**src/pmr_pkg.sv**
```systemverilog
// pmr_pkg: register map, field positions, key bytes, pulse lengths,
// start-up times, states and carrier types of the power/reset sequencer.
// assumes a 25 MHz pclk and one aligned 32-bit word per register.
// Functional notes
// - counter-array watchdog match makes an internal reset of exactly 16 cycles.
// - the counter-array watchdog reset never reaches the reset pin.
// - key 5AH then A5H makes a 49-cycle reset.
// - a software reset sets the soft reset flag.
// - any key pair other than 5AH A5H and the 1EH E1H watchdog kick resets at once and sets overflow and soft flags.
// - software reset drives the reset pin unless reset-out block is set.
// - light-sleep request stops the cpu clock, keeping all cpu state.
// - ports hold their levels during light sleep.
// - peripheral clocks keep running in light sleep.
// - watchdog counts in light sleep only when its sleep enable is set.
// - the supply-dip detector stays on through light sleep.
// - an enabled interrupt or any reset ends light sleep.
// - hardware clears deep bit on power-down wake, light bit on idle wake.
// - cold-start flag set by power-up, software writable, kept by warm resets.
// - deep sleep stops oscillator, supply-dip detector and flash power.
// - power-down ends only by pin reset, power-up or a qualified interrupt.
// - an external interrupt wakes only when enabled and level-sensitive.
// - timed wake: falling edge starts oscillator and timer, cpu waits for time-out.
// - untimed wake: falling edge starts oscillator, cpu waits for the rising edge.
// - reset-pin wake runs the start-up timer; early release gives a 2-cycle reset.
// - start-up time follows two fuses and clock source, 16 to 16384 us.
// - reset pin is active high when sense select is high, else active low.
// - reset-out block suppresses reset pulses on the reset pin.
package pmr_pkg;
  localparam int PMR_CLK_MHZ = 25;
  // register indices; byte address is four times the index
  localparam logic [7:0] PMR_IDX_PWRCTL = 8'h87;
  localparam logic [7:0] PMR_IDX_KEY    = 8'ha6;
  localparam logic [7:0] PMR_IDX_CFG    = 8'ha7;
  localparam logic [7:0] PMR_IDX_IRQ    = 8'ha8;
  localparam logic [7:0] PMR_IDX_STAT   = 8'ha9;
  // power_control fields
  localparam int PMR_PC_LIGHT = 0;
  localparam int PMR_PC_DEEP  = 1;
  localparam int PMR_PC_COLD  = 4;
  localparam int PMR_PC_WTS   = 5;
  localparam logic [5:0] PMR_PC_RESET = 6'h10;
  // dog_config_register fields
  localparam int PMR_CF_DSE  = 0;
  localparam int PMR_CF_ROB  = 1;
  localparam int PMR_CF_SOFT = 2;
  localparam int PMR_CF_OVF  = 3;
  localparam logic [3:0] PMR_CF_RESET = 4'h0;
  // irq_enable_reg: [1:0] enables, [3:2] edge selects
  localparam logic [3:0] PMR_IQ_RESET = 4'h0;
  // key bytes
  localparam logic [7:0] PMR_KEY_SOFT1 = 8'h5a;
  localparam logic [7:0] PMR_KEY_SOFT2 = 8'ha5;
  localparam logic [7:0] PMR_KEY_DOG1  = 8'h1e;
  localparam logic [7:0] PMR_KEY_DOG2  = 8'he1;
  // internal reset pulse lengths in cycles
  localparam logic [5:0] PMR_CA_PULSE   = 6'h10;
  localparam logic [5:0] PMR_SOFT_PULSE = 6'h31;
  localparam logic [5:0] PMR_WAKE_PULSE = 6'h02;
  // start-up times in us, index {fuse1, fuse0, crystal}
  localparam int PMR_SUT_US [8] = '{16, 1024, 512, 2048, 1024, 4096, 4096, 16384};
  function automatic logic [7:0][18:0] pmr_sut_cycles();
    logic [7:0][18:0] c;
    for (int i = 0; i < 8; i++) begin
      c[i] = 19'(PMR_SUT_US[i] * PMR_CLK_MHZ);
    end
    return c;
  endfunction
  localparam logic [7:0][18:0] PMR_SUT_CYC = pmr_sut_cycles();
  typedef enum logic [2:0] {
    PMR_ST_RUN      = 3'b000,
    PMR_ST_IDLE     = 3'b001,
    PMR_ST_DOWN     = 3'b010,
    PMR_ST_WAKE_INT = 3'b011,
    PMR_ST_WAKE_EXT = 3'b100,
    PMR_ST_WAKE_RST = 3'b101
  } pmr_state_t;
  typedef enum logic [1:0] {
    PMR_K_IDLE = 2'b00,
    PMR_K_SOFT = 2'b01,
    PMR_K_DOG  = 2'b10
  } pmr_key_t;
  typedef struct packed {
    logic cpu_clk_en;
    logic periph_clk_en;
    logic dog_run_en;
    logic osc_enable;
    logic dip_enable;
    logic flash_power_en;
    logic port_hold;
  } pmr_pwr_t;
  localparam pmr_pwr_t PMR_PWR_RESET = 7'h7e;
endpackage

```
**src/pmr_power_reset_ctrl.sv**
```systemverilog
// pmr_power_reset_ctrl: idle and power-down sequencer with internal reset
// sources, reset pin drive and an apb register file.
// assumes pins are synchronous to pclk; presetn is the power-up reset.
`timescale 1ns/1ps
module pmr_power_reset_ctrl
  import pmr_pkg::*;
#(
  parameter logic [7:0][18:0] SUT_CYCLES = PMR_SUT_CYC
)
(
  // clock and power-up reset
  input  wire logic        pclk,
  input  wire logic        presetn,
  // apb slave
  input  wire logic        psel,
  input  wire logic        penable,
  input  wire logic        pwrite,
  input  wire logic [11:0] paddr,
  input  wire logic [31:0] pwdata,
  output logic      [31:0] prdata,
  output logic             pready,
  output logic             pslverr,
  // core side events
  input  wire logic        ca_dog_match,
  input  wire logic        irq_pending,
  // reset pin, open drain or open source
  input  wire logic        rst_pin_in,
  input  wire logic        reset_sense_select,
  output logic             rst_pin_out,
  output logic             rst_pin_oe,
  // external interrupt pins, active low
  input  wire logic [1:0]  ext_irq_n,
  // start-up fuses
  input  wire logic [1:0]  sut_fuse,
  input  wire logic        xtal_select,
  // power and reset outputs
  output pmr_pwr_t         pwr,
  output logic             sys_reset,
  output logic             dog_kick,
  output logic [1:0]       wake_irq
);
  // ==================================================================
  // state
  pmr_state_t state;
  pmr_state_t next_state;
  pmr_key_t   key_st;
  pmr_key_t   next_key;
  logic [5:0] pwr_ctl;
  logic [5:0] next_pwr_ctl;
  logic [3:0] cfg;
  logic [3:0] next_cfg;
  logic [3:0] irq_cfg;
  logic [1:0] irq_prev;
  logic [1:0] wake_src;
  logic       su_start;
  logic       su_busy;
  logic       su_done;
  logic       wake2;
  logic [5:0] int_left;
  logic       int_active;
  logic [5:0] pin_left;
  logic       pin_active;

  // ==================================================================
  // pin conditioning
  wire       rst_level  = reset_sense_select ? rst_pin_in : ~rst_pin_in;
  wire       rst_active = rst_level & ~rst_pin_oe;
  wire [1:0] irq_fall   = irq_prev & ~ext_irq_n;
  wire [1:0] irq_rise   = ~irq_prev & ext_irq_n;
  wire [1:0] irq_en     = irq_cfg[1:0];
  wire [1:0] irq_edge   = irq_cfg[3:2];
  wire [1:0] wake_ok    = irq_en & ~irq_edge & irq_fall;
  wire       in_down    = state == PMR_ST_DOWN || state == PMR_ST_WAKE_RST;

  // ==================================================================
  // apb decode
  wire setup   = psel & ~penable;
  wire acc     = psel & penable & pready;
  wire sel_pc  = paddr == {2'b00, PMR_IDX_PWRCTL, 2'b00};
  wire sel_key = paddr == {2'b00, PMR_IDX_KEY, 2'b00};
  wire sel_cfg = paddr == {2'b00, PMR_IDX_CFG, 2'b00};
  wire sel_irq = paddr == {2'b00, PMR_IDX_IRQ, 2'b00};
  wire sel_st  = paddr == {2'b00, PMR_IDX_STAT, 2'b00};
  wire mapped  = sel_pc | sel_key | sel_cfg | sel_irq | sel_st;
  wire wr_pc   = acc & pwrite & sel_pc;
  wire wr_key  = acc & pwrite & sel_key;
  wire wr_cfg  = acc & pwrite & sel_cfg;
  wire wr_irq  = acc & pwrite & sel_irq;
  wire [7:0] stat_word = {1'b0, sys_reset, su_busy, key_st, state};

  // read mux; key register reads as zero
  wire [31:0] next_rdata =
    sel_pc  ? {26'h000_0000, pwr_ctl} :
    sel_cfg ? {28'h000_0000, cfg} :
    sel_irq ? {28'h000_0000, irq_cfg} :
    sel_st  ? {24'h00_0000, stat_word} : 32'h0000_0000;

  // apb answers one cycle after setup
  always_ff @(posedge pclk or negedge presetn) begin
    if (!presetn) begin
      pready  <= 1'b0;
      pslverr <= 1'b0;
      prdata  <= 32'h0000_0000;
    end else begin
      pready  <= setup;
      pslverr <= setup & ~mapped;
      prdata  <= setup ? next_rdata : prdata;
    end
  end

  // ==================================================================
  // key sequence decode
  wire [7:0] kb        = pwdata[7:0];
  wire key_open_soft   = wr_key && key_st == PMR_K_IDLE && kb == PMR_KEY_SOFT1;
  wire key_open_dog    = wr_key && key_st == PMR_K_IDLE && kb == PMR_KEY_DOG1;
  wire key_soft        = wr_key && key_st == PMR_K_SOFT && kb == PMR_KEY_SOFT2;
  wire key_kick        = wr_key && key_st == PMR_K_DOG && kb == PMR_KEY_DOG2;
  wire key_bad         = wr_key & ~key_open_soft & ~key_open_dog
                         & ~key_soft & ~key_kick;
  wire soft_any        = key_soft | key_bad;

  assign next_key = sys_reset ? PMR_K_IDLE :
                    key_open_soft ? PMR_K_SOFT :
                    key_open_dog ? PMR_K_DOG :
                    wr_key ? PMR_K_IDLE : key_st;

  // ==================================================================
  // merged internal reset: longest request wins
  wire       int_load = ca_dog_match | soft_any | wake2;
  wire [5:0] int_len  = soft_any ? PMR_SOFT_PULSE :
                        ca_dog_match ? PMR_CA_PULSE : PMR_WAKE_PULSE;

  pmr_pulse_stretch u_int_pulse (
    .pclk    (pclk),
    .presetn (presetn),
    .load    (int_load),
    .len     (int_len),
    .left    (int_left),
    .active  (int_active)
  );

  // pin pulse: only software resets, and only when not blocked
  wire pin_load = soft_any & ~cfg[PMR_CF_ROB];

  pmr_pulse_stretch u_pin_pulse (
    .pclk    (pclk),
    .presetn (presetn),
    .load    (pin_load),
    .len     (PMR_SOFT_PULSE),
    .left    (pin_left),
    .active  (pin_active)
  );

  // start-up delay chosen by fuses and clock source
  wire [18:0] su_cycles = SUT_CYCLES[{sut_fuse, xtal_select}];

  pmr_startup_timer u_sut (
    .pclk    (pclk),
    .presetn (presetn),
    .start   (su_start),
    .cycles  (su_cycles),
    .busy    (su_busy),
    .done    (su_done)
  );

  // ==================================================================
  // power state machine
  always_comb begin
    next_state = state;
    su_start   = 1'b0;
    wake2      = 1'b0;
    case (state)
      PMR_ST_RUN: begin
        if (pwr_ctl[PMR_PC_DEEP]) begin
          next_state = PMR_ST_DOWN;
        end else if (pwr_ctl[PMR_PC_LIGHT]) begin
          next_state = PMR_ST_IDLE;
        end
      end
      PMR_ST_IDLE: begin
        if (irq_pending) begin
          next_state = PMR_ST_RUN;
        end
      end
      PMR_ST_DOWN: begin
        if (rst_active) begin
          next_state = PMR_ST_WAKE_RST;
          su_start   = 1'b1;
        end else if (|wake_ok) begin
          if (pwr_ctl[PMR_PC_WTS]) begin
            next_state = PMR_ST_WAKE_INT;
            su_start   = 1'b1;
          end else begin
            next_state = PMR_ST_WAKE_EXT;
          end
        end
      end
      PMR_ST_WAKE_INT: begin
        if (su_done) begin
          next_state = PMR_ST_RUN;
        end
      end
      PMR_ST_WAKE_EXT: begin
        if (|(irq_rise & wake_src)) begin
          next_state = PMR_ST_RUN;
        end
      end
      PMR_ST_WAKE_RST: begin
        if (su_done) begin
          next_state = PMR_ST_RUN;
          wake2      = ~rst_active;
        end
      end
      default: begin
        next_state = PMR_ST_RUN;
      end
    endcase
    if (sys_reset && !in_down) begin
      next_state = PMR_ST_RUN;
    end
  end

  wire leave_idle = state == PMR_ST_IDLE && next_state == PMR_ST_RUN;
  wire leave_wake = (state == PMR_ST_WAKE_INT || state == PMR_ST_WAKE_EXT
                     || state == PMR_ST_WAKE_RST) && next_state == PMR_ST_RUN;

  // ==================================================================
  // power_control: mode bits cleared on wake and on warm reset
  always_comb begin
    next_pwr_ctl = wr_pc ? pwdata[5:0] : pwr_ctl;
    if (leave_idle) begin
      next_pwr_ctl[PMR_PC_LIGHT] = 1'b0;
    end
    if (leave_wake) begin
      next_pwr_ctl[PMR_PC_DEEP] = 1'b0;
    end
    if (sys_reset) begin
      next_pwr_ctl = pwr_ctl & PMR_PC_RESET;
    end
  end

  // dog_config_register: hardware set wins over software clear
  always_comb begin
    next_cfg = wr_cfg ? pwdata[3:0] : cfg;
    next_cfg[PMR_CF_SOFT] = next_cfg[PMR_CF_SOFT] | soft_any;
    next_cfg[PMR_CF_OVF]  = next_cfg[PMR_CF_OVF] | key_bad;
  end

  // ==================================================================
  // register and state update
  always_ff @(posedge pclk or negedge presetn) begin
    if (!presetn) begin
      state    <= PMR_ST_RUN;
      key_st   <= PMR_K_IDLE;
      pwr_ctl  <= PMR_PC_RESET;
      cfg      <= PMR_CF_RESET;
      irq_cfg  <= PMR_IQ_RESET;
      irq_prev <= 2'b11;
      wake_src <= 2'b00;
    end else begin
      state    <= next_state;
      key_st   <= next_key;
      pwr_ctl  <= next_pwr_ctl;
      cfg      <= next_cfg;
      irq_cfg  <= wr_irq ? pwdata[3:0] : irq_cfg;
      irq_prev <= ext_irq_n;
      wake_src <= (state == PMR_ST_DOWN) ? wake_ok : wake_src;
    end
  end

  // ==================================================================
  // registered outputs
  always_ff @(posedge pclk or negedge presetn) begin
    if (!presetn) begin
      pwr         <= PMR_PWR_RESET;
      sys_reset   <= 1'b0;
      dog_kick    <= 1'b0;
      wake_irq    <= 2'b00;
      rst_pin_out <= 1'b0;
      rst_pin_oe  <= 1'b0;
    end else begin
      pwr.cpu_clk_en     <= next_state == PMR_ST_RUN;
      pwr.periph_clk_en  <= next_state == PMR_ST_RUN
                            || next_state == PMR_ST_IDLE;
      pwr.dog_run_en     <= next_state == PMR_ST_RUN
                            || (next_state == PMR_ST_IDLE && cfg[PMR_CF_DSE]);
      pwr.osc_enable     <= next_state != PMR_ST_DOWN;
      pwr.dip_enable     <= next_state != PMR_ST_DOWN;
      pwr.flash_power_en <= next_state != PMR_ST_DOWN;
      pwr.port_hold      <= next_state != PMR_ST_RUN;
      sys_reset   <= int_active | (rst_active & ~in_down);
      dog_kick    <= key_kick;
      wake_irq    <= leave_wake && state != PMR_ST_WAKE_RST ? wake_src : 2'b00;
      rst_pin_out <= reset_sense_select;
      rst_pin_oe  <= pin_active;
    end
  end
endmodule

```
**src/pmr_pulse_stretch.sv**
```systemverilog
// pmr_pulse_stretch: down-counter that stretches load requests into pulses.
// assumes one clock; a longer request extends a running pulse.
`timescale 1ns/1ps
module pmr_pulse_stretch
  import pmr_pkg::*;
(
  // clock and reset
  input  wire logic       pclk,
  input  wire logic       presetn,
  // request
  input  wire logic       load,
  input  wire logic [5:0] len,
  // state
  output logic      [5:0] left,
  output logic            active
);
  logic [5:0] dec;
  logic [5:0] next_left;

  // keep whichever of remaining and requested length is longer
  assign dec       = (left != 6'h00) ? left - 6'h01 : 6'h00;
  assign next_left = (load && len > dec) ? len : dec;
  assign active    = (left != 6'h00);

  // counter
  always_ff @(posedge pclk or negedge presetn) begin
    if (!presetn) begin
      left <= 6'h00;
    end else begin
      left <= next_left;
    end
  end
endmodule

```
**src/pmr_startup_timer.sv**
```systemverilog
// pmr_startup_timer: oscillator start-up delay after a wake request.
// assumes the cycle count is nonzero; done is a one-cycle pulse.
`timescale 1ns/1ps
module pmr_startup_timer
  import pmr_pkg::*;
(
  // clock and reset
  input  wire logic        pclk,
  input  wire logic        presetn,
  // control
  input  wire logic        start,
  input  wire logic [18:0] cycles,
  // status
  output logic             busy,
  output logic             done
);
  logic [18:0] cnt;

  assign busy = (cnt != 19'h0_0000);

  // count down, flag the last step
  always_ff @(posedge pclk or negedge presetn) begin
    if (!presetn) begin
      cnt  <= 19'h0_0000;
      done <= 1'b0;
    end else begin
      cnt  <= start ? cycles : (busy ? cnt - 19'h0_0001 : cnt);
      done <= busy && !start && cnt == 19'h0_0001;
    end
  end
endmodule

```
**config.mk**
```make
export PLATFORM = sky130hd
export DESIGN_NAME = pmr_power_reset_ctrl
export DESIGN_NICKNAME = d
export VERILOG_FILES = /design/src/pmr_pkg.sv /design/src/pmr_power_reset_ctrl.sv /design/src/pmr_pulse_stretch.sv /design/src/pmr_startup_timer.sv
export SDC_FILE = /design/constraint.sdc
export NUM_CORES = 1
export LEC_CHECK = 0
export ABC_CLOCK_PERIOD_IN_PS = 3400
export BUFFER_PORTS_ARGS = -buffer_cell sky130_fd_sc_hd__buf_4
export CAP_MARGIN = 20
export CORE_MARGIN = 2
export CORE_UTILIZATION = 50
export CTS_BUF_LIST = sky130_fd_sc_hd__clkbuf_2
export DETAILED_ROUTE_END_ITERATION = 10
export PLACE_DENSITY = 0.71
export SYNTH_ARGS = -nofsm -noshare
export SYNTH_HDL_FRONTEND = slang
export SYNTH_SLANG_ARGS = --single-unit
export TNS_END_PERCENT = 10
```
**constraint.sdc**
```tcl
create_clock -name pclk -period 3.4 [get_ports pclk]
set_input_delay 0.68 -clock pclk [delete_from_list [all_inputs] [get_ports pclk]]
set_output_delay 0.68 -clock pclk [all_outputs]
set_load 0.01 [all_outputs]
```
==> impl_results.md, run 1 <==
- Status: completed
- Critical R2R Capture: u_int_pulse.left[0]$_DFF_PN0_
- Final setup viols: 0
- Worst Hold Class: in -> async
- Largest net degree at the start of global routing: between 70 and 80
- Overall power: 2.56 mW
- Clock skew: between 0.015 and 0.02 ns
- Fin area: 4910 um^2
- Total CTS buffers: 9
- Post-synth EDFFs: 0
- Worst setup EP type: register
- Storage cell area: ~1900 um^2
- Comb power frac: 0.340
- Worst path most repeated cell: nand2_1
- Period minus WS final: around 3.0 ns
- Max-slew violations: 0
- Post-CTS setup buffers: 0
- HPWL after DPL: 7.04 mm
- Die H: 96.7 um
- Post-synth top flop: dfrtp_1
- Crit path largest cell delay: 0.55 ns
- DR vias/cell: 5.57
- Port bufs: 55
- Crit path buffers/inverters: 1
- CTS tree: yes
- Starting DRT DRC Count: 258
- Post-CTS Hold Buffers: 0
- H-Tree Depth: 3
- Post-Syn Area: roughly 4300 um^2
- DRC: 0
- Drt pass-1 iters: 5
- CTS clk-pin slew, worst paths: approximately 0.19 ns
- P_int: 1.64 mW
- Final #Nets: roughly 590
- Share of the synthesized area in the top cell type: 0.396
- Flop2flop setup slack: about 0.42 ns
- Library cells used by synthesis: ~60
- Clock sink total: 75
- Count of final hold-check violations: 0
- Worst-path cell chain: buf_4, or4b_4, a211oi_2, o21bai_1, a21o_1, ha_1, nand2_1, nor4b_4, nand2_1, o221ai_2, a21boi_4, mux2_4
- Slew @ Worst Pin: 0.921 ns
- IO Count: 105
- Fillers: 715
- Worst path slowest cell: or4b_4
- RSZ-0062 raised after global routing: no
- Fin crit share: 0.878
- Final wirelength: roughly 9.4 mm
- Cell family with most CP delay: simple AND/OR/NAND/NOR gates
- First-pass GRT wire length: ~16 mm
- Worst-skew pair later-pin latency: 0.50 ns
- Yosys warnings: 0
- Rows: 33
- CP Launch Type: input pin
- Leak: 2.23 nW
- Switching share of total power: 0.361
- WL/cell: 15.0 um
- Post-DRT Antenna Nets: 0
- Remaining Overflow, GRT: 0
- Slack of the critical path: approximately 0.41 ns
- Initial Utilization: 0.521
- Clk network pwr share: 0.184
- Setup Crit Path Kind: in -> reg
- CTS max path bufs: 2
- CP Max Fanout: 3
- Fmax: 335 MHz
- Area grow syn2layout: 14.2%
- Dpl ws: -0.110 ns
- Final Core Density: 0.594
- Routability cong.: 0.888
- Max VDD drop: 0.000197 V
- Dpl cell area: approximately 4800 um^2
- Max-cap violations: 0
- Yosys reg bits: between 70 and 80
- DP Cell Count: around 610
- Part of the power in registers: 0.476
- Vias in the first global route: 3430
- CTS root buffer: clkbuf_2
- Worst R2R Start: key_st[1]$_DFFE_PN0P_
- Share of cells above drive strength 1: 0.219
- Setup TNS: 0 ns
- Crit path DAT: around 3.4 ns
- Final hold slack: 0.276 ns
- Cells after Synth: 455
- Initial antenna violation count: 0
- Core ar.: 8260 um^2
- Power Density: about 520 nW/um^2
- Footprint of the multi-input gates: between 2000 and 2500 um^2
- Sequential fraction of the synthesis area: 0.439
- GR Util All Layers: 0.208
- Ant. Diodes: 0
- CTS-repair resized insts: 0
- Ys async rst share: 1.00
- Die ar.: 9360 um^2
- Cell accounting for the most synthesized area: dfrtp_1
- Synth top area cells: dfrtp_1, buf_4, dfstp_2, nor2_1, ha_1
- WP data required: 3.81 ns
- Syn avg cell area: between 9 and 10 um^2
- Reg2reg path depth: 11
- Layout Cells excl Fill: 629
- Rel. slew slack: 0.386
- Via count: 3501
- Die Wd: a little under 100 um
- P_sw: approximately 0.92 mW
kinds of logic (layout without fill, tap and decap cells):
family / count (synthesis) / after routing / share of synthesized area
adder cells (fa/ha/maj): 12 / 12 / 0.0349
other: 1 / 25 / 0.000872
flip-flops: 75 / 75 / 0.439
XOR/XNOR: 15 / 15 / 0.0306
buffers and inverters: 59 / 104 / 0.0751
AND/OR/NAND/NOR: 185 / 185 / 0.233
multiplexers: 24 / 24 / 0.0594
AO/OA/AOI/OAI: 84 / 84 / 0.128
final cells by class:
type	count	area share
clock buffer	10	0.0102
clock inverter	6	0.0115
inverter	19	0.0145
multi-input combinational	345	0.447
sequential	75	0.384
tap	105	0.0268
timing repair buffer	69	0.106
worst max-delay path by stage:
stage | startpoint | endpoint | slack (ns) | cells past startpoint
6_report | pwdata[1] | u_int_pulse.left[0]$_DFF_PN0_ | 0.41 | 12
5_1_grt | key_st[1]$_DFFE_PN0P_ | u_int_pulse.left[0]$_DFF_PN0_ | 0.17 | 11
4_1_cts | key_st[1]$_DFFE_PN0P_ | u_int_pulse.left[0]$_DFF_PN0_ | 0.38 | 11
3_5_place_dp | pwdata[1] | u_int_pulse.left[0]$_DFF_PN0_ | -0.11 | 12
3_3_place_gp | pwdata[1] | u_int_pulse.left[0]$_DFF_PN0_ | -0.02 | 12
2_1_floorplan | pwdata[1] | u_int_pulse.left[0]$_DFF_PN0_ | 0.06 | 11
cell usage after synthesis (11+ instances only):
library cell  number
ha_1              12
a21oi_1           19
nor2_1            47
mux2i_1           15
nand3_1           12
inv_1             19
nor3_1            11
o21ai_0           27
buf_4             27
clkbuf_1          13
nand2_1           39
dfrtp_1           68
flip-flops by register name (all words and copies together), names as in the netlist, 3 cells and up:
name              flops
cfg                   4
state                 3
u_int_pulse.left      6
pwr_ctl               6
u_sut.cnt            19
u_pin_pulse.left      6
irq_cfg               4
pwr                   5
prdata                7
power by group through the flow:
stage          Sequential, mW  Combinational [mW]  Clock (mW)
6_report                 1.22               0.869       0.470
5_1_grt                  1.24               0.991       0.528
4_1_cts                  1.22               0.876       0.487
3_5_place_dp             1.23               0.874           0
3_3_place_gp             1.22               0.833           0
2_1_floorplan            1.19               0.663           0
per-layer routing:
metal  vias up  track usage  wire (um)
li1       1687            -          -
met1      1693        0.290       4350
met2       107        0.325       4490
met3        14       0.0361        454
met4         0       0.0823        125
met5         -            0          0
cells in the final DEF (no fill, tap or decap), types with 4 or more instances in the layout:
master,Yosys,routed
a221oi_1,4,4
nor2_1,47,47
or2_2,5,5
nor4b_1,5,5
nand3b_1,5,5
nor3_1,11,11
inv_1,19,19
o21ai_0,27,27
nor2b_1,10,10
a211oi_1,6,6
conb_1,1,25
nor4_1,10,10
dfstp_2,7,7
buf_4,27,69
a21oi_1,19,18
ha_1,12,12
nand2b_1,9,9
nand2_1,39,38
nand4_1,4,4
clkbuf_2,0,10
mux2i_1,15,15
nand3_1,12,12
mux2_2,8,8
xor2_1,6,6
dfrtp_1,68,68
o21a_1,4,4
xnor2_1,9,9
Power figures use the tool's default switching activity.
==> run 2: changes to the inputs <==
- CTS_BUF_LIST: sky130_fd_sc_hd__clkbuf_2 -> sky130_fd_sc_hd__clkbuf_2 sky130_fd_sc_hd__clkbuf_4 sky130_fd_sc_hd__clkbuf_8
- GPL_TIMING_DRIVEN: not set -> 0
- PLACE_DENSITY: 0.71 -> 0.75
==> impl_results.md, run 2 (same netlist as run 1, synthesis figures left out) <==
- Max Used Layer: met4 (unchanged)
- CTS root buffer: clkbuf_8 (was clkbuf_2)
- Post-CTS Hold Buffers: 0 (unchanged)
- Met1 wire length: 4.21 mm (was 4.35 mm)
- Core ar.: 8260 um^2 (unchanged)
- Vias in the first global route: 3490 (was 3430)
- Rows: 33 (unchanged)
- Layout Cells excl Fill: 662 (was 629)
- Crit path DAT: 3.50 ns (was 3.39 ns)
- Port bufs: 54 (was 55)
- CP Max Fanout: 5 (was 3)
- IO Count: 105 (unchanged)
- Routability cong.: 0.840 (was 0.888)
- Clock skew: 0.0157 ns (was 0.0184 ns)
- Fillers: 712 (was 715)
- Final setup viols: 0 (unchanged)
- Remaining Overflow, GRT: 0 (unchanged)
- Fmax: 306 MHz (was 335 MHz)
- Most frequent cells in the layout: buf_4, dfrtp_1, nor2_1 (unchanged)
- CTS max path bufs: 2 (unchanged)
- Die Wd: 96.7 um (unchanged)
- Period minus WS final: 3.27 ns (was 2.99 ns)
- Ant. Diodes: 0 (unchanged)
- Initial Utilization: 0.521 (unchanged)
- Number of flip-flops in the largest register: 19 (unchanged)
- P_int: 1.90 mW (was 1.64 mW)
- Initial antenna violation count: 0 (unchanged)
- Post-DRT Antenna Nets: 0 (unchanged)
- Comb power frac: 0.322 (was 0.340)
- CTS clk-pin slew, worst paths: 0.09 ns (was 0.19 ns)
- WL/cell: 15.2 um (was 15.0 um)
- Die ar.: 9360 um^2 (unchanged)
- Fin crit share: 0.963 (was 0.878)
- Worst path slowest cell: or4b_4 (unchanged)
- Slack of the critical path: 0.127 ns (was 0.413 ns)
- Max VDD drop: 0.000287 V (was 0.000197 V)
- Setup Crit Path Kind: in -> reg (unchanged)
- Dpl cell area: 4940 um^2 (was 4800 um^2)
- CP Launch Type: input pin (unchanged)
- P_sw: 0.979 mW (was 0.923 mW)
- H-Tree Depth: 3 (unchanged)
- Slew @ Worst Pin: 0.948 ns (was 0.921 ns)
- Dpl ws: -0.463 ns (was -0.110 ns)
- Status: completed (unchanged)
- Power Density: 551 nW/um^2 (was 521 nW/um^2)
- DRC: 0 (unchanged)
- Max-cap violations: 0 (unchanged)
- Share of cells above drive strength 1: 0.248 (was 0.219)
- Switching share of total power: 0.340 (was 0.361)
- DR vias/cell: 5.46 (was 5.57)
- Total CTS buffers: 9 (unchanged)
- Overall power: 2.88 mW (was 2.56 mW)
- DP Cell Count: 638 (was 613)
- Part of the power in registers: 0.421 (was 0.476)
- Largest net degree at the start of global routing: 76 (unchanged)
- Leak: 2.39 nW (was 2.23 nW)
- Clock sink total: 75 (unchanged)
- Worst-skew pair later-pin latency: 0.35 ns (was 0.50 ns)
- Drt pass-1 iters: 5 (unchanged)
- Commonest non-fill, non-tap cell in the layout: buf_4 (unchanged)
- GR Util All Layers: 0.213 (was 0.208)
- Worst R2R Start: key_st[0]$_DFFE_PN0P_ (was key_st[1]$_DFFE_PN0P_)
- Largest regs: u_sut.cnt x19, prdata x7 (unchanged)
- Worst path most repeated cell: nand2_1 (unchanged)
- Area grow syn2layout: 21.6% (was 14.2%)
- Starting DRT DRC Count: 226 (was 258)
- Met3 wire len: 427 um (was 454 um)
- First-pass GRT wire length: 16.5 mm (was 16.0 mm)
- Die H: 96.7 um (unchanged)
- Final wirelength: 10.1 mm (was 9.42 mm)
- Worst setup EP type: register (unchanged)
- WP data required: 3.62 ns (was 3.81 ns)
- Worst-path cell chain: buf_4, or4b_4, a211oi_2, o21bai_1, a21o_1, ha_1, nand2_1, nor4b_4, nand2_1, o221ai_2, a21boi_4, mux2_4 (unchanged)
- DR WL met2: 5.28 mm (was 4.49 mm)
- Clk network pwr share: 0.257 (was 0.184)
- Fin area: 5230 um^2 (was 4910 um^2)
- Biggest register: u_sut.cnt (unchanged)
- Max-slew violations: 0 (unchanged)
- Final Core Density: 0.633 (was 0.594)
- HPWL after DPL: 7.36 mm (was 7.04 mm)
- Crit path largest cell delay: 0.56 ns (was 0.55 ns)
- CP startpoint: pwdata[1] (unchanged)
- Count of final hold-check violations: 0 (unchanged)
- Final #Nets: 622 (was 589)
- Rel. slew slack: 0.368 (was 0.386)
- Worst Hold Class: in -> async (unchanged)
- CTS tree: yes (unchanged)
- Via count: 3614 (was 3501)
==> run 2: cell types whose count changed in the layout (fill, tap and decap cells not counted), sizes merged <==
cell and change:
buf +20, clkbuf +16, clkinv -4, clkinvlp +1
==> run 2: layer usage <==
metal,track usage,vias up
met5,0,-
met4,0.0596,0
met3,0.0491,17
met2,0.369,106
met1,0.268,1738
li1,-,1753
==> run 2: final timing paths <==
path / to / slack, ns / depth (start not counted)
worst max-delay path: u_int_pulse.left[0]$_DFF_PN0_ / 0.13 / 12
worst min-delay path: u_int_pulse.left[2]$_DFF_PN0_ / 0.45 / 1
worst max register to register: u_int_pulse.left[0]$_DFF_PN0_ / 0.31 / 11
worst min register to register: prdata[6]$_DFFE_PN0P_ / 0.49 / 2
max in group asynchronous: prdata[0]$_DFFE_PN0P_ / 2.31 / 1
min in group pclk: irq_prev[0]$_DFF_PN1_ / 0.46 / 1
==> run 2: layout make-up <==
class / count / area, um^2 / share of cell area
Clock inverter: 3 / 45.0 / 0.00861
Sequential cell: 75 / 1890 / 0.361
Timing Repair Buffer: 62 / 465 / 0.0890
Clock buffer: 13 / 173 / 0.0330
Tap cell: 105 / 131 / 0.0251
Multi-Input combinational cell: 345 / 2210 / 0.422
Inverter: 19 / 71.3 / 0.0136
Buffer: 40 / 251 / 0.0481
==> run 2: worst max-delay path, delay by kind of cell <==
kind                     cells  cell delay [ns]
AO/OA/AOI/OAI                5             1.00
AND/OR/NAND/NOR              4             1.06
multiplexers                 1             0.31
adder cells (fa/ha/maj)      1             0.29
buffers and inverters        1             0.13
==> run 2: timing repair <==
item,in CTS,in global routing
gates resized for setup,2,1
endpoints found under the setup margin,1,2
cloned,0,0
pin swaps,1,4
buffers inserted,0,8
==> run 2: stage by stage <==
| stage | TNS, ns | hold slack (ns) |
|---|---|---|
| 6_report | 0 | 0.449 |
| 5_1_grt | -0.0924 | 0.428 |
| 4_1_cts | 0 | 0.440 |
| 3_5_place_dp | -1.40 | 0.482 |
| 3_3_place_gp | -0.999 | 0.480 |
| 2_1_floorplan | 0 | 0.384 |
==> run 2: power groups by stage <==
stage,combinational (mW),clock [mW],sequential [mW]
2_1_floorplan,0.663,0,1.19
3_3_place_gp,0.822,0,1.21
3_5_place_dp,0.863,0,1.22
4_1_cts,0.868,0.745,1.21
5_1_grt,1.03,0.792,1.24
6_report,0.927,0.741,1.21
==> run 3: changes to the inputs <==
==> constraint.sdc (replaced) <==
create_clock -name pclk -period 3.4 [get_ports pclk]
set_input_delay 0.17 -clock pclk [delete_from_list [all_inputs] [get_ports pclk]]
set_output_delay 0.17 -clock pclk [all_outputs]
set_load 0.01 [all_outputs]
==> impl_results.md, run 3 (same netlist as run 1, synthesis figures left out) <==
- Worst path slowest cell: dfrtp_1 (was or4b_4)
- Post-DRT Antenna Nets: 0 (unchanged)
- Rel. slew slack: 0.377 (was 0.368)
- Clock sink total: 75 (unchanged)
- Final Core Density: 0.629 (was 0.633)
- Initial Utilization: 0.521 (unchanged)
- Drt pass-1 iters: 5 (unchanged)
- First-pass GRT wire length: 16.8 mm (was 16.5 mm)
- Most frequent cells in the layout: buf_4, dfrtp_1, nor2_1 (unchanged)
- Setup TNS: 0 ns (unchanged)
- Leak: 2.37 nW (was 2.39 nW)
- CP Launch Type: register (was input pin)
- Final wirelength: 9.84 mm (was 10.1 mm)
- Worst R2R Start: key_st[1]$_DFFE_PN0P_ (was key_st[0]$_DFFE_PN0P_)
- DRC: 0 (unchanged)
- Status: completed (unchanged)
- Vias in the first global route: 3550 (was 3490)
- Cell family with most CP delay: simple AND/OR/NAND/NOR gates (unchanged)
- P_int: 1.82 mW (was 1.90 mW)
- Fin crit share: 0.935 (was 0.963)
- CTS max path bufs: 2 (unchanged)
- Min-delay src: pwdata[3]
- Die H: 96.7 um (unchanged)
- CTS clk-pin slew, worst paths: 0.08 ns (was 0.09 ns)
- Fillers: 692 (was 712)
- Count of final hold-check violations: 0 (unchanged)
- Crit path DAT: 3.41 ns (was 3.50 ns)
- Hold Path End: cfg[3]$_DFF_PN0_
- WL/cell: 14.9 um (was 15.2 um)
- Worst-path cell chain: nor4b_4, and4b_1, o21bai_1, nand2_2, inv_1, ha_1, nand2_1, nor4b_4, nand2_1, o221ai_2, a21boi_4, mux2_4 (was buf_4, or4b_4, a211oi_2, o21bai_1, a21o_1, ha_1, nand2_1, nor4b_4, nand2_1, o221ai_2, a21boi_4, mux2_4)
- CTS tree: yes (unchanged)
- WP data required: 3.64 ns (was 3.62 ns)
- Remaining Overflow, GRT: 0 (unchanged)
- Starting DRT DRC Count: 186 (was 226)
- Crit path buffers/inverters: 1 (unchanged)
- DR vias/cell: 5.53 (was 5.46)
- Power Density: 538 nW/um^2 (was 551 nW/um^2)
- Rows: 33 (unchanged)
- Switching share of total power: 0.350 (was 0.340)
- Area grow syn2layout: 20.9% (was 21.6%)
- Hold path depth: 3
- Layout Cells excl Fill: 659 (was 662)
- Max-slew violations: 0 (unchanged)
- Core ar.: 8260 um^2 (unchanged)
- Biggest register: u_sut.cnt (unchanged)
- Initial antenna violation count: 0 (unchanged)
- Period minus WS final: 3.18 ns (was 3.27 ns)
- Routability cong.: 0.880 (was 0.840)
- Comb power frac: 0.316 (was 0.322)
- Max-cap violations: 0 (unchanged)
- CP Max Fanout: 8 (was 5)
- Crit path largest cell delay: 0.46 ns (was 0.56 ns)
- Via count: 3645 (was 3614)
- Number of flip-flops in the largest register: 19 (unchanged)
- Worst setup EP type: register (unchanged)
- Worst-skew pair later-pin latency: 0.36 ns (was 0.35 ns)
- Slew @ Worst Pin: 0.935 ns (was 0.948 ns)
- Total CTS buffers: 9 (unchanged)
- Final #Nets: 619 (was 622)
- H-Tree Depth: 3 (unchanged)
- IO Count: 105 (unchanged)
- Worst Hold Class: in -> reg (was in -> async)
- Critical R2R Capture: u_int_pulse.left[0]$_DFF_PN0_ (unchanged)
- CTS root buffer: clkbuf_8 (unchanged)
- HPWL after DPL: 7.00 mm (was 7.36 mm)
- Dpl cell area: 4930 um^2 (was 4940 um^2)
- Clock skew: 0.0176 ns (was 0.0157 ns)
- Clk network pwr share: 0.251 (was 0.257)
- Die ar.: 9360 um^2 (unchanged)
- RSZ-0062 raised after global routing: no
- Port bufs: 54 (unchanged)
- DP Cell Count: 638 (unchanged)
- Flop2flop setup slack: 0.22 ns (was 0.31 ns)
- Final setup viols: 0 (unchanged)
- Largest regs: u_sut.cnt x19, prdata x7 (unchanged)
- Largest net degree at the start of global routing: 76 (unchanged)
- Share of cells above drive strength 1: 0.233 (was 0.248)
- Max VDD drop: 0.000237 V (was 0.000287 V)
- Part of the power in registers: 0.432 (was 0.421)
- P_sw: 0.979 mW (about the same)
- Fmax: 315 MHz (was 306 MHz)
- Ant. Diodes: 0 (unchanged)
- GR Util All Layers: 0.217 (was 0.213)
- Commonest non-fill, non-tap cell in the layout: buf_4 (unchanged)
- Reg2reg path depth: 12 (was 11)
- Die Wd: 96.7 um (unchanged)
- Setup Crit Path Kind: reg -> reg (was in -> reg)
- Fin area: 5200 um^2 (was 5230 um^2)
[run 3: how the worst max path moves through the flow]
stage	from	to	slack, ns	depth (start not counted)
6_report	key_st[1]$_DFFE_PN0P_	u_int_pulse.left[0]$_DFF_PN0_	0.22	12
2_1_floorplan	key_st[1]$_DFFE_PN0P_	u_int_pulse.left[0]$_DFF_PN0_	0.39	12
5_1_grt	key_st[1]$_DFFE_PN0P_	u_int_pulse.left[0]$_DFF_PN0_	0.002	12
3_5_place_dp	paddr[8]	u_int_pulse.left[0]$_DFF_PN0_	-0.14	13
3_3_place_gp	paddr[8]	u_int_pulse.left[0]$_DFF_PN0_	-0.08	13
4_1_cts	key_st[1]$_DFFE_PN0P_	u_int_pulse.left[0]$_DFF_PN0_	0.08	12
[run 3: layout make-up]
class	count	area, um^2	area share
buffer	40	251	0.0484
clock buffer	10	131	0.0253
clock inverter	6	65.1	0.0125
inverter	19	71.3	0.0137
multi-input combinational	345	2210	0.425
sequential	75	1890	0.363
tap	105	131	0.0253
timing repair buffer	59	453	0.0872
[run 3: layer usage]
metal / up-vias / global-route usage / part of all wire
met4: 0 / 0.0618 / 0.013
met1: 1741 / 0.288 / 0.44
met3: 21 / 0.0455 / 0.058
li1: 1748 / - / -
met2: 135 / 0.360 / 0.48
met5: - / 0 / 0
[run 3: per-stage QoR]
step                setup slack (ns)  power (mW)  hold slack, ns
floorplan                      0.391        1.83          -0.126
global placement             -0.0789        2.02           0.295
detailed placement            -0.137        2.06           0.299
CTS                           0.0830        2.76          0.0787
global route                 0.00237        2.98          0.0965
finish                         0.221        2.80          0.0777
[run 3: worst register-to-register path, stage by stage, from the launching register on]
cell and delay [ns]:
dfrtp_1 0.46, nor4b_4 0.32, and4b_1 0.25, o21bai_1 0.10, nand2_2 0.19, inv_1 0.08
ha_1 0.31, nand2_1 0.09, nor4b_4 0.35, nand2_1 0.11, o221ai_2 0.24, a21boi_4 0.25
mux2_4 0.31
[run 3: what timing repair did]
action | 4_1_cts | 5_1_grt
endpoints found under the hold margin | 24 | 0
buffers inserted | 0 | 1
hold buffers | 4 | 0
setup endpoints to repair | 1 | 2
resized for setup | 2 | 2
[run 3: power groups by stage]
stage,logic [mW],registers [mW],clock network [mW]
after floorplan,0.645,1.19,0
after global placement,0.804,1.21,0
after detailed placement,0.838,1.22,0
after CTS,0.847,1.20,0.704
after global routing,1.00,1.23,0.745
final,0.885,1.21,0.703
